--- config.mk ---
export PLATFORM = sky130hd
export DESIGN_NAME = pas_top
export DESIGN_NICKNAME = d
export VERILOG_FILES = /design/src/verilog/pas_pkg.sv /design/src/verilog/pas_top.sv
export SDC_FILE = /design/constraint.sdc
export NUM_CORES = 1
export LEC_CHECK = 0
export ABC_AREA = 1
export BUFFER_PORTS_ARGS = -buffer_cell sky130_fd_sc_hd__clkbuf_2
export CAP_MARGIN = 20
export CORE_MARGIN = 4
export CORE_UTILIZATION = 50
export DETAILED_ROUTE_END_ITERATION = 8
export HOLD_SLACK_MARGIN = 0.06
export MAX_ROUTING_LAYER = met4
export PLACE_DENSITY_LB_ADDON = 0.05
export SYNTH_ARGS = -nofsm -noshare
export SYNTH_HDL_FRONTEND = slang
export SYNTH_SLANG_ARGS = --single-unit
--- constraint.sdc ---
create_clock -name hclk -period 3.3 [get_ports hclk]
set_input_delay 0.66 -clock hclk [delete_from_list [all_inputs] [get_ports hclk]]
set_output_delay 0.66 -clock hclk [all_outputs]
set_load 0.02 [all_outputs]
--- src/verilog/pas_pkg.sv ---
// Package with register map, field positions and encodings for the PWM auto-shutdown block
package pas_pkg;
   // Register byte addresses (AHB-Lite word aligned)
   localparam logic [7:0] ADDR_SHUTDOWN_CTRL = 8'h00;
   localparam logic [7:0] ADDR_RESTART_CTRL  = 8'h04;
   localparam logic [7:0] ADDR_MODULE_CTRL   = 8'h08;
   localparam logic [7:0] ADDR_DUTY_HIGH     = 8'h0c;
   localparam logic [7:0] ADDR_PERIOD        = 8'h10;
   localparam logic [7:0] ADDR_TIMER_CTRL    = 8'h14;
   localparam logic [7:0] ADDR_STATUS        = 8'h18;
   // Shutdown control fields
   localparam int FLAG_BIT    = 7;
   localparam int SRC_LSB     = 4;
   localparam int AC_LSB      = 2;
   localparam int BD_LSB      = 0;
   localparam int RESTART_BIT = 7;
   // Module control fields
   localparam int POL_AC_BIT  = 0;
   localparam int POL_BD_BIT  = 1;
   localparam int DUTY_LO_LSB = 4;
   // Timer control / status fields and shutdown source bit positions
   localparam int TMR_ON_BIT  = 2;
   localparam int TFLAG_BIT   = 0;
   localparam int SRC_CMP1    = 0;
   localparam int SRC_CMP2    = 1;
   localparam int SRC_FAULT   = 2;
   // Safe state codes
   localparam logic [1:0] SAFE_LOW  = 2'h0;
   localparam logic [1:0] SAFE_HIGH = 2'h1;
   // Reset values
   localparam logic [7:0] RST_BYTE = 8'h00;
   localparam logic [31:0] RDATA_ZERO = 32'h00000000;
   // AHB encodings
   localparam logic [1:0] HTRANS_NONSEQ = 2'h2;
   localparam logic [1:0] HTRANS_SEQ    = 2'h3;
   localparam logic [1:0] HRESP_OKAY    = 2'h0;
endpackage

--- src/verilog/pas_top.sv ---
// PWM auto-shutdown and restart block with AHB-Lite register slave
// Operation
// - Bit 7 shows outputs held in shutdown
// - Bits 6:4 select comparator and fault sources
// - A/C pair safe state low/high/tristate
// - B/D pair safe state low/high/tristate
// - Auto restart clears flag when cause ends
// - Without auto restart, software clears flag
// - Resume output at next period start
// - Flag writes ignored while condition active
// - Comparator causes are levels, block clearing
// - Writing 1 to flag forces shutdown
// - Per pair polarity from mode bits 1:0
// - Timer flag set at second period start
// - Duty from high byte plus bits 5:4
// - Sleep freezes timer and state; outputs stay combinational
// - Timer runs from hclk while clk_en is high
// - Reduced-pin variant keeps B/D field clear
// - Safe state applied without waiting clock
// - Flag at period start holds whole period
// - Fault pin is active low
//
// The AHB-Lite interface to the registers and the address map are this design's own decisions.
`timescale 1ns/1ps
`default_nettype none
module pas_top #(
   parameter bit REDUCED_PINS = 1'b0
) (
   // Clock, reset and freeze
   input  wire logic        hclk,
   input  wire logic        hresetn,
   input  wire logic        clk_en,
   // AHB-Lite slave
   input  wire logic        hsel,
   input  wire logic [7:0]  haddr,
   input  wire logic [1:0]  htrans,
   input  wire logic        hwrite,
   input  wire logic [2:0]  hsize,
   input  wire logic [31:0] hwdata,
   input  wire logic        hready,
   output logic [31:0]      hrdata,
   output logic             hreadyout,
   output logic [1:0]       hresp,
   // Shutdown sources
   input  wire logic        fault_in_n,
   input  wire logic        cmp1_out,
   input  wire logic        cmp2_out,
   // PWM inputs from the waveform generator
   input  wire logic        pwm_ac_raw,
   input  wire logic        pwm_bd_raw,
   // Bridge outputs, enable low while driving
   output logic             out_a,
   output logic             out_a_oe_n,
   output logic             out_b,
   output logic             out_b_oe_n,
   output logic             out_c,
   output logic             out_c_oe_n,
   output logic             out_d,
   output logic             out_d_oe_n,
   // Duty and timer state
   output logic [9:0]       duty_cycle,
   output logic             period_start
);
   // Register words, each byte in the low lane except the status timer in bits 15:8:
   // 0x00 shutdown control: flag, sources, pair safe states
   // 0x04 restart control: auto restart in bit 7
   // 0x08 module control: polarity bits 1:0, duty bits 5:4
   // 0x0c duty high byte
   // 0x10 period length
   // 0x14 timer control: run bit 2
   // 0x18 status: timer flag bit 0, timer bits 15:8
   // Unmapped words read zero and drop writes
   // Register state
   logic       shutdown_active_flag_q;
   logic [2:0] shutdown_source_sel_q;
   logic [1:0] pair_ac_safe_state_q;
   logic [1:0] pair_bd_safe_state_q;
   logic       auto_restart_en_q;
   logic [7:0] module_control_reg_q;
   logic [7:0] duty_high_byte_q;
   logic [7:0] period_reg_q;
   logic [7:0] timer_ctrl_q;
   logic [7:0] period_timer_q;
   logic       period_timer_flag_q;
   logic [1:0] period_count_q;
   logic       hold_q;
   logic [9:0] duty_q;
   // Bus data phase state
   logic       wr_pend_q;
   logic [7:0] wr_addr_q;
   logic [7:0] rd_addr_q;
   logic       rd_pend_q;
   // Synchronisers
   logic [2:0] src_meta_q;
   logic [2:0] src_sync_q;
   // Combinational signals
   logic       cond_async;
   logic       cond_sync;
   logic       flag_wr;
   logic       tflag_wr;
   logic       bus_take;
   logic       safe_now;
   logic [7:0] ctrl_byte;

   // Selects active sources from a source vector
   function automatic logic sel_cond(input logic [2:0] sel, input logic [2:0] src);
      sel_cond = |(sel & src);
   endfunction

   // Data-phase hit on one register word
   function automatic logic addr_hit(input logic pend, input logic [7:0] addr,
                                     input logic [7:0] reg_addr);
      addr_hit = pend && addr == reg_addr;
   endfunction

   // Drives one output pair given safe code and shutdown state
   function automatic logic [1:0] pair_drive(input logic shut, input logic [1:0] code,
                                             input logic pwm, input logic pol_low);
      if (!shut)
         pair_drive = {1'b0, pwm ^ pol_low};
      else if (code[1])
         pair_drive = 2'b10;
      else
         pair_drive = {1'b0, code == pas_pkg::SAFE_HIGH};
   endfunction

   // Source condition straight from pins for output gating
   assign cond_async = sel_cond(shutdown_source_sel_q, {~fault_in_n, cmp2_out, cmp1_out});
   // Synchronised condition for the flag logic
   assign cond_sync = sel_cond(shutdown_source_sel_q, src_sync_q);

   // Two-flop synchronisers, fault inverted after sync
   always_ff @(posedge hclk or negedge hresetn) begin
      if (!hresetn) begin
         src_meta_q <= 3'h4; // Fault pin idles high, no false cause after reset
         src_sync_q <= 3'h0;
      end else if (clk_en) begin
         src_meta_q <= {fault_in_n, cmp2_out, cmp1_out};
         src_sync_q <= {~src_meta_q[2], src_meta_q[1:0]};
      end
   end

   // AHB-Lite address phase capture
   // Transfer size is ignored: every access is a whole word
   assign bus_take = hsel && hready && (htrans == pas_pkg::HTRANS_NONSEQ || htrans == pas_pkg::HTRANS_SEQ);
   assign hreadyout = 1'b1;
   assign hresp = pas_pkg::HRESP_OKAY;

   // Data phase flags, one cycle after the address is taken
   always_ff @(posedge hclk or negedge hresetn) begin
      if (!hresetn) begin
         wr_pend_q <= 1'b0;
         rd_pend_q <= 1'b0;
      end else if (clk_en) begin
         wr_pend_q <= bus_take && hwrite;
         rd_pend_q <= bus_take && !hwrite;
      end
   end

   // Address of the transfer in its data phase, held between transfers
   always_ff @(posedge hclk or negedge hresetn) begin
      if (!hresetn) begin
         wr_addr_q <= 8'h00;
         rd_addr_q <= 8'h00;
      end else if (clk_en && bus_take) begin
         wr_addr_q <= haddr;
         rd_addr_q <= haddr;
      end
   end

   // Write strobes for the bits with hardware side effects
   assign flag_wr  = addr_hit(wr_pend_q, wr_addr_q, pas_pkg::ADDR_SHUTDOWN_CTRL);
   assign tflag_wr = addr_hit(wr_pend_q, wr_addr_q, pas_pkg::ADDR_STATUS);

   // Configuration registers written in the data phase
   always_ff @(posedge hclk or negedge hresetn) begin
      if (!hresetn) begin
         shutdown_source_sel_q <= 3'h0;
         pair_ac_safe_state_q  <= 2'h0;
         pair_bd_safe_state_q  <= 2'h0;
         auto_restart_en_q     <= 1'b0;
         module_control_reg_q  <= pas_pkg::RST_BYTE;
         duty_high_byte_q      <= pas_pkg::RST_BYTE;
         period_reg_q          <= pas_pkg::RST_BYTE;
         timer_ctrl_q          <= pas_pkg::RST_BYTE;
      end else if (clk_en && wr_pend_q) begin
         unique case (wr_addr_q)
            pas_pkg::ADDR_SHUTDOWN_CTRL: begin
               shutdown_source_sel_q <= hwdata[pas_pkg::SRC_LSB +: 3];
               pair_ac_safe_state_q  <= hwdata[pas_pkg::AC_LSB +: 2];
               pair_bd_safe_state_q  <= REDUCED_PINS ? 2'h0 : hwdata[pas_pkg::BD_LSB +: 2];
            end
            pas_pkg::ADDR_RESTART_CTRL: begin
               auto_restart_en_q <= hwdata[pas_pkg::RESTART_BIT];
            end
            pas_pkg::ADDR_MODULE_CTRL: begin
               module_control_reg_q <= hwdata[7:0];
            end
            pas_pkg::ADDR_DUTY_HIGH: begin
               duty_high_byte_q <= hwdata[7:0];
            end
            pas_pkg::ADDR_PERIOD: begin
               period_reg_q <= hwdata[7:0];
            end
            pas_pkg::ADDR_TIMER_CTRL: begin
               timer_ctrl_q <= hwdata[7:0];
            end
            default: ;
         endcase
      end
   end

   // Shutdown flag: set by condition or software, clear by hardware or software
   always_ff @(posedge hclk or negedge hresetn) begin
      if (!hresetn) begin
         shutdown_active_flag_q <= 1'b0;
      end else if (clk_en) begin
         if (cond_sync)
            shutdown_active_flag_q <= 1'b1;
         else if (flag_wr)
            shutdown_active_flag_q <= hwdata[pas_pkg::FLAG_BIT];
         else if (auto_restart_en_q)
            shutdown_active_flag_q <= 1'b0;
      end
   end

   // Period timer counts up to the period value, then restarts
   assign period_start = timer_ctrl_q[pas_pkg::TMR_ON_BIT] && clk_en && period_timer_q == period_reg_q;

   always_ff @(posedge hclk or negedge hresetn) begin
      if (!hresetn) begin
         period_timer_q <= 8'h00;
      end else if (clk_en && timer_ctrl_q[pas_pkg::TMR_ON_BIT]) begin
         period_timer_q <= period_start ? 8'h00 : period_timer_q + 8'h01;
      end
   end

   // Periods seen since the timer was switched on, saturating at two
   always_ff @(posedge hclk or negedge hresetn) begin
      if (!hresetn) begin
         period_count_q <= 2'h0;
      end else if (clk_en) begin
         if (!timer_ctrl_q[pas_pkg::TMR_ON_BIT])
            period_count_q <= 2'h0;
         else if (period_start && period_count_q != 2'h2)
            period_count_q <= period_count_q + 2'h1;
      end
   end

   // Timer flag at second period start, set wins over clear
   always_ff @(posedge hclk or negedge hresetn) begin
      if (!hresetn) begin
         period_timer_flag_q <= 1'b0;
      end else if (clk_en) begin
         if (period_start && period_count_q != 2'h0)
            period_timer_flag_q <= 1'b1;
         else if (tflag_wr && hwdata[pas_pkg::TFLAG_BIT])
            period_timer_flag_q <= 1'b0;
      end
   end

   // Output hold, released only at a period boundary
   always_ff @(posedge hclk or negedge hresetn) begin
      if (!hresetn) begin
         hold_q <= 1'b0;
      end else if (clk_en) begin
         if (shutdown_active_flag_q)
            hold_q <= 1'b1;
         else if (period_start)
            hold_q <= 1'b0;
      end
   end

   // Duty latch update at each period boundary
   always_ff @(posedge hclk or negedge hresetn) begin
      if (!hresetn) begin
         duty_q <= 10'h000;
      end else if (clk_en && period_start) begin
         duty_q <= {duty_high_byte_q, module_control_reg_q[pas_pkg::DUTY_LO_LSB +: 2]};
      end
   end
   assign duty_cycle = duty_q;

   // Outputs gated combinationally by the raw condition
   assign safe_now = cond_async || shutdown_active_flag_q || hold_q;
   always_comb begin
      logic [1:0] ac;
      logic [1:0] bd;
      ac = pair_drive(safe_now, pair_ac_safe_state_q, pwm_ac_raw,
                      module_control_reg_q[pas_pkg::POL_AC_BIT]);
      bd = pair_drive(safe_now, pair_bd_safe_state_q, pwm_bd_raw,
                      module_control_reg_q[pas_pkg::POL_BD_BIT]);
      out_a      = ac[0];
      out_c      = ac[0];
      out_a_oe_n = ac[1];
      out_c_oe_n = ac[1];
      out_b      = bd[0];
      out_d      = bd[0];
      out_b_oe_n = bd[1];
      out_d_oe_n = bd[1];
      // Reduced-pin variant has only the A pin; B, C and D stay released
      if (REDUCED_PINS) begin
         out_b_oe_n = 1'b1;
         out_c_oe_n = 1'b1;
         out_d_oe_n = 1'b1;
      end
   end

   // Read data mux
   assign ctrl_byte = {shutdown_active_flag_q, shutdown_source_sel_q,
                       pair_ac_safe_state_q, pair_bd_safe_state_q};
   always_comb begin
      hrdata = pas_pkg::RDATA_ZERO;
      if (rd_pend_q) begin
         unique case (rd_addr_q)
            pas_pkg::ADDR_SHUTDOWN_CTRL: begin
               hrdata = {24'h000000, ctrl_byte};
            end
            pas_pkg::ADDR_RESTART_CTRL: begin
               hrdata = {24'h000000, auto_restart_en_q, 7'h00};
            end
            pas_pkg::ADDR_MODULE_CTRL: begin
               hrdata = {24'h000000, module_control_reg_q};
            end
            pas_pkg::ADDR_DUTY_HIGH: begin
               hrdata = {24'h000000, duty_high_byte_q};
            end
            pas_pkg::ADDR_PERIOD: begin
               hrdata = {24'h000000, period_reg_q};
            end
            pas_pkg::ADDR_TIMER_CTRL: begin
               hrdata = {24'h000000, timer_ctrl_q};
            end
            pas_pkg::ADDR_STATUS: begin
               hrdata = {16'h0000, period_timer_q, 7'h00, period_timer_flag_q};
            end
            default:                     hrdata = pas_pkg::RDATA_ZERO;
         endcase
      end
   end
endmodule
`default_nettype wire

## Yosys cells after proc, flatten, opt, wreduce, memory -nomap -nowiden

Cells that the tools add are included.
W data, S select, Z words.

- Input port bits: 56
- Register bits after elaboration: 79
- Logic and storage cells: 91

- Reduce and logical (&&, ||, !) cells: 35
- Equal/unequal tests: 13
- Bitwise gates (word level): 6
- Mux-type cells: 16
- $add $sub $neg: 2

Operators by type and width:

| kind | number |
|---|---|
| $pmux W16 S7 | 1 |
| $eq A8 B5 Y1 const B | 3 |
| $reduce_and A2 Y1 | 10 |
| $eq A8 B4 Y1 const B | 2 |
| $mux W16 | 1 |
| $logic_and A1 B1 Y1 | 14 |
| $mux W2 | 6 |
| $add A8 B1 Y8 const B | 1 |
| $eq A8 B3 Y1 const B | 1 |
| $eq A8 B8 Y1 | 1 |
| $logic_not A8 Y1 | 1 |
| $mux W8 | 1 |
| $mux W1 | 7 |
| $and A3 B3 Y3 | 2 |
| $reduce_bool A2 Y1 | 3 |
| $reduce_or A3 Y1 | 2 |
| $eq A2 B1 Y1 const B | 2 |
| $eq A2 B2 Y1 const B | 2 |
| $logic_or A1 B1 Y1 | 3 |
| $reduce_bool A3 Y1 | 1 |
| $add A2 B1 Y2 const B | 1 |
| $ne A2 B1 Y1 const B | 1 |
| $ne A2 B2 Y1 const B | 1 |
| $not A1 Y1 | 2 |
| other kinds (2) | 3 |

## Longest topological paths before layout

- Depth after elaboration: 6
- Gate-level depth with buffers: 11

## Worst setup path after synthesis

No wires, ideal clock.

- Kind: input to output
- Start: in cmp2_out
- End: out out_c
- Setup slack: 657 ps
- Path buffers: 1
- Stages on the path: 4
- Arrival time: 1983 ps
- Cells stage by stage: a22o_1 -> nor4_1 -> o21ai_0 -> buf_4

- Word-level cells in the longest chain between the ends: 5

Ends and longest elaborated chain:

| element | line | RTL |
|---|---|---|
| from (decl) | pas_top.sv:47 | `input wire logic cmp2_out,` |
| $and A3 B3 Y3 | pas_top.sv:107 | `sel_cond = \|(sel & src);` |
| $reduce_or A3 Y1 | pas_top.sv:107 |  |
| $logic_or A1 B1 Y1 (2 in a row) | pas_top.sv:285 | `assign safe_now = cond_async \|\| shutdown_active_flag_q \|\| hold_q;` |
| $mux W2 | pas_top.sv:119 | `if (!shut)` |
| to (decl) | pas_top.sv:56 | `output logic out_c,` |

No other way between the ends.

## Final worst setup path

- Start: reg period_timer_q[3]
- End: out period_start

- Word-level cells in the longest chain between the ends: 2

Ends and longest elaborated chain:

| element | line | RTL |
|---|---|---|
| from (decl) | pas_top.sv:83 | `logic [7:0] period_timer_q;` |
| from (signal assigned) | pas_top.sv:234 | `period_timer_q <= period_start ? 8'h00 : period_timer_q + 8'h01;` |
| $eq A8 B8 Y1 | pas_top.sv:228 | `assign period_start = timer_ctrl_q[pas_pkg::TMR_ON_BIT] && clk_en && period_timer_q == period_reg_q;` |
| $logic_and A1 B1 Y1 | pas_top.sv:228 |  |
| to (decl) | pas_top.sv:62 | `output logic period_start` |

No other way between the ends.

==> key figures <==
Outcome
  • Status: finished, final reports clean

Cells and area
  • Area grow syn2layout: 12.4%
  • Layout cells sized above 1: ~22%
  • Nets@finish: 645
  • Commonest non-fill, non-tap cell in the layout: nand2_1
  • Ant. Diodes: 0
  • Final Core Density: around 58%
  • Commonest cells after routing, fill and taps aside: nand2_1 (181), dfrtp_1 (78), clkbuf_2 (61)

CTS
  • Post-CTS setup repair buffer count: 0
  • H-tree depth: 3
  • CTS Sinks: 79
  • CTS buffer count: 9
  • Clk root buf: clkbuf_8
  • CTS tree: built
  • Post-CTS Hold Fix Bufs: 0
  • Clk_lat worst skew: around 0.36 ns
  • Register clock-pin slew on the reported worst setup and hold paths: about 0.080 ns
  • Maximum clock insertion buffer count: 2
  • Post-cts sizing count: 0

Timing
  • Final Skew: around 0.013 ns
  • Max-slew violations: 0
  • Max Clk Rate: around 370 MHz
  • Final Hold Viols: 0
  • Fin crit period: approximately 2.7 ns
  • Final period util: slightly above 80%
  • # setup viols final: 0
  • Setup repair after global routing missed its margin: no
  • Setup_tns: 0 ns

Floorplanning
  • Starting Density: 51.5%
  • Die ar.: roughly 10000 um2
  • Die X: 100 um
  • Die Y: 100 um
  • # rows: 33
  • Core area: ~8200 um2
  • Ports: 110

Synth
  • Main area contributors after synthesis: dfrtp_1 (46%), nand2_1 (16%), buf_4 (4.1%)
  • FFs w/ async S/R, synth: 100%
  • Top_reg_cell synth: dfrtp_1
  • Post-synth top area cell: dfrtp_1
  • Seq/Total Area, Yosys: a little under half
  • Yosys cell types: between 40 and 50
  • Synth top area share: between 40% and 50%
  • Gate Count Post-Synth: approximately 520
  • Ys Warns: 0
  • Synthesized area: about 4200 um2
  • Avg Cell Area, Syn: ~8 um2
  • Synth Register Bits: 79
  • Post-synth EDFFs: 0

Detailed routing
  • Drt wl/cell: around 14 um
  • First-pass detailed-route iteration total: 5
  • Via count: 3435
  • # DRC: 0
  • Post-route ant nets: 0
  • Iteration-0 DRC Markers: 110
  • Via-per-instance ratio: ~5
  • Routed WL: a little under 10000 um

Worst setup path
  • Worst R2R Start: period_timer_q[3]$_DFFE_PN0P_
  • Crit path max fanout: 14
  • Worst path required time: between 2 and 3 ns
  • Startpoint types: flip-flop
  • CP arrival: between 2 and 2.5 ns
  • CP Launch Point: period_timer_q[3]$_DFFE_PN0P_
  • Setup crit end kind: output port
  • Kind of critical path: flip-flop to output port

Power
  • IR Drop Worst-Case VDD: 0.000332 V
  • Psw: 707 uW
  • Pint: 1.56 mW
  • Total power divided by cell area: around 480 nW/um2
  • Leakage power: between 2 and 2.5 nW
  • Sw frac: 31.2%
  • Power share of the combinational group: ~18%
  • Sequential group share of total power: approximately half
  • Pwr Total: about 2.3 mW
  • Fraction of power consumed by the clock network: 33.7%

Worst hold path
  • Worst hold path class: input pin to asynchronous set/reset pin

GRT
  • GRT Residual Overflow: 0
  • Initial antenna violation count: 0
  • Vias in the first global route: about 3400
  • Largest net degree at the start of global routing: 80
  • First-pass GRT wire length: roughly 17000 um
  • Total track usage: 21.9%

Placement
  • GP Congestion: around 0.9
  • HPWL after DPL: 7440 um
  • Number of port buffers: 62

Flow run
  • Max-Cap Viols: 0
[critical path: stages, from the launching register on]
cell,delay (ns)
dfrtp_1,0.43
xnor2_1,0.31
inv_1,0.09
nor3_2,0.19
nand4_4,0.24
clkinv_2,0.21
clkbuf_2,0.20
[state kept, by name (all words and copies together), names as in the netlist]
name and flops:
period_reg_q 8, auto_restart_en_q 1, shutdown_active_flag_q 1, rd_addr_q 8
timer_ctrl_q 8, pair_bd_safe_state_q 2, wr_pend_q 1, hold_q 1
shutdown_source_sel_q 3, pair_ac_safe_state_q 2, src_sync_q 3, module_control_reg_q 8
period_timer_q 8, duty_cycle 10, period_count_q 2, period_timer_flag_q 1
duty_high_byte_q 8, rd_pend_q 1, src_meta_q 3
[through the flow]
| stage | worst slack (ns) | hold WS, ns | cells | cell area, um2 |
|---|---|---|---|---|
| 2_1_floorplan | 0.657 | 0.364 | 541 | 4290 |
| 3_5_place_dp | 0.790 | 0.460 | 679 | 4510 |
| 6_report | 0.615 | 0.247 | 696 | 4750 |
| 3_3_place_gp | 0.803 | 0.454 | 679 | 4510 |
| 4_1_cts | 0.572 | 0.478 | 695 | 4720 |
| 5_1_grt | 0.416 | 0.260 | 696 | 4750 |
[logic make-up after synthesis]
family | Yosys count | share of synthesized area, %
other cells | 2 | 0.178
compound gates | 73 | 10.9
xor+xnor | 6 | 1.24
simple gates | 280 | 29.7
fa+ha+maj | 3 | 0.888
buf+inv | 81 | 10.2
flops | 79 | 46.8
[worst paths after layout]
path / endpoint / slack [ns] / depth (start not counted)
worst min register to register: src_meta_q[2]$_DFFE_PN1P_ / 0.47 / 2
min in group hclk: src_meta_q[2]$_DFFE_PN1P_ / 0.47 / 2
worst max register to register: period_timer_q[3]$_DFFE_PN0P_ / 1.64 / 6
worst max-delay path: period_start / 0.62 / 6
worst min-delay path: duty_cycle[5]$_DFFE_PN0P_ / 0.25 / 1
max in group asynchronous: src_meta_q[2]$_DFFE_PN1P_ / 2.41 / 2
[Yosys cell counts (2+ instances only)]
master      n
clkinv_1    2
buf_2       2
nor2_1     44
ha_1        3
nand4_1     3
nor3_2      3
nor4_1      2
nor3_1      6
nand2_2     5
o22ai_1     2
clkinv_2    2
buf_4      23
conb_1      2
xor2_1      3
a31oi_1     2
o21ai_0    17
o21ai_1    24
nand3_4     2
inv_1      40
nand3_1    18
o21ai_2    16
a21oi_1     3
dfrtp_1    78
a22o_1      3
nand2_4     3
o211ai_1    3
nor2_2      3
xnor2_1     3
nand2_1   181
buf_6       5
inv_2       6
nor2_4      6
[routing by layer]
layer | GRT usage [%] | vias up | share of wire [%]
li1 | - | 1755 | -
met1 | 28.7 | 1583 | 44
met2 | 34.8 | 87 | 48
met3 | 4.10 | 10 | 6.0
met4 | 6.83 | 0 | 1.4
met5 | - | - | 0
[layout make-up]
cell class,instances,area (um2)
fillers,818,3460
flip-flops and latches,79,1980
multi-input cells,381,1880
repair buffers,65,355
inverters,50,190
clock buffers,11,151
well taps,105,131
clock inverters,5,63.8
[power by group through the flow]
| stage | registers (mW) | logic [mW] | clock network (mW) |
|---|---|---|---|
| floorplan | 1.11 | 0.309 | 0 |
| finish | 1.10 | 0.398 | 0.764 |
| global placement | 1.12 | 0.390 | 0 |
| CTS | 1.10 | 0.398 | 0.782 |
| global route | 1.12 | 0.453 | 0.830 |
| detailed placement | 1.12 | 0.396 | 0 |
No activity file was read; power rests on OpenSTA's default activity.
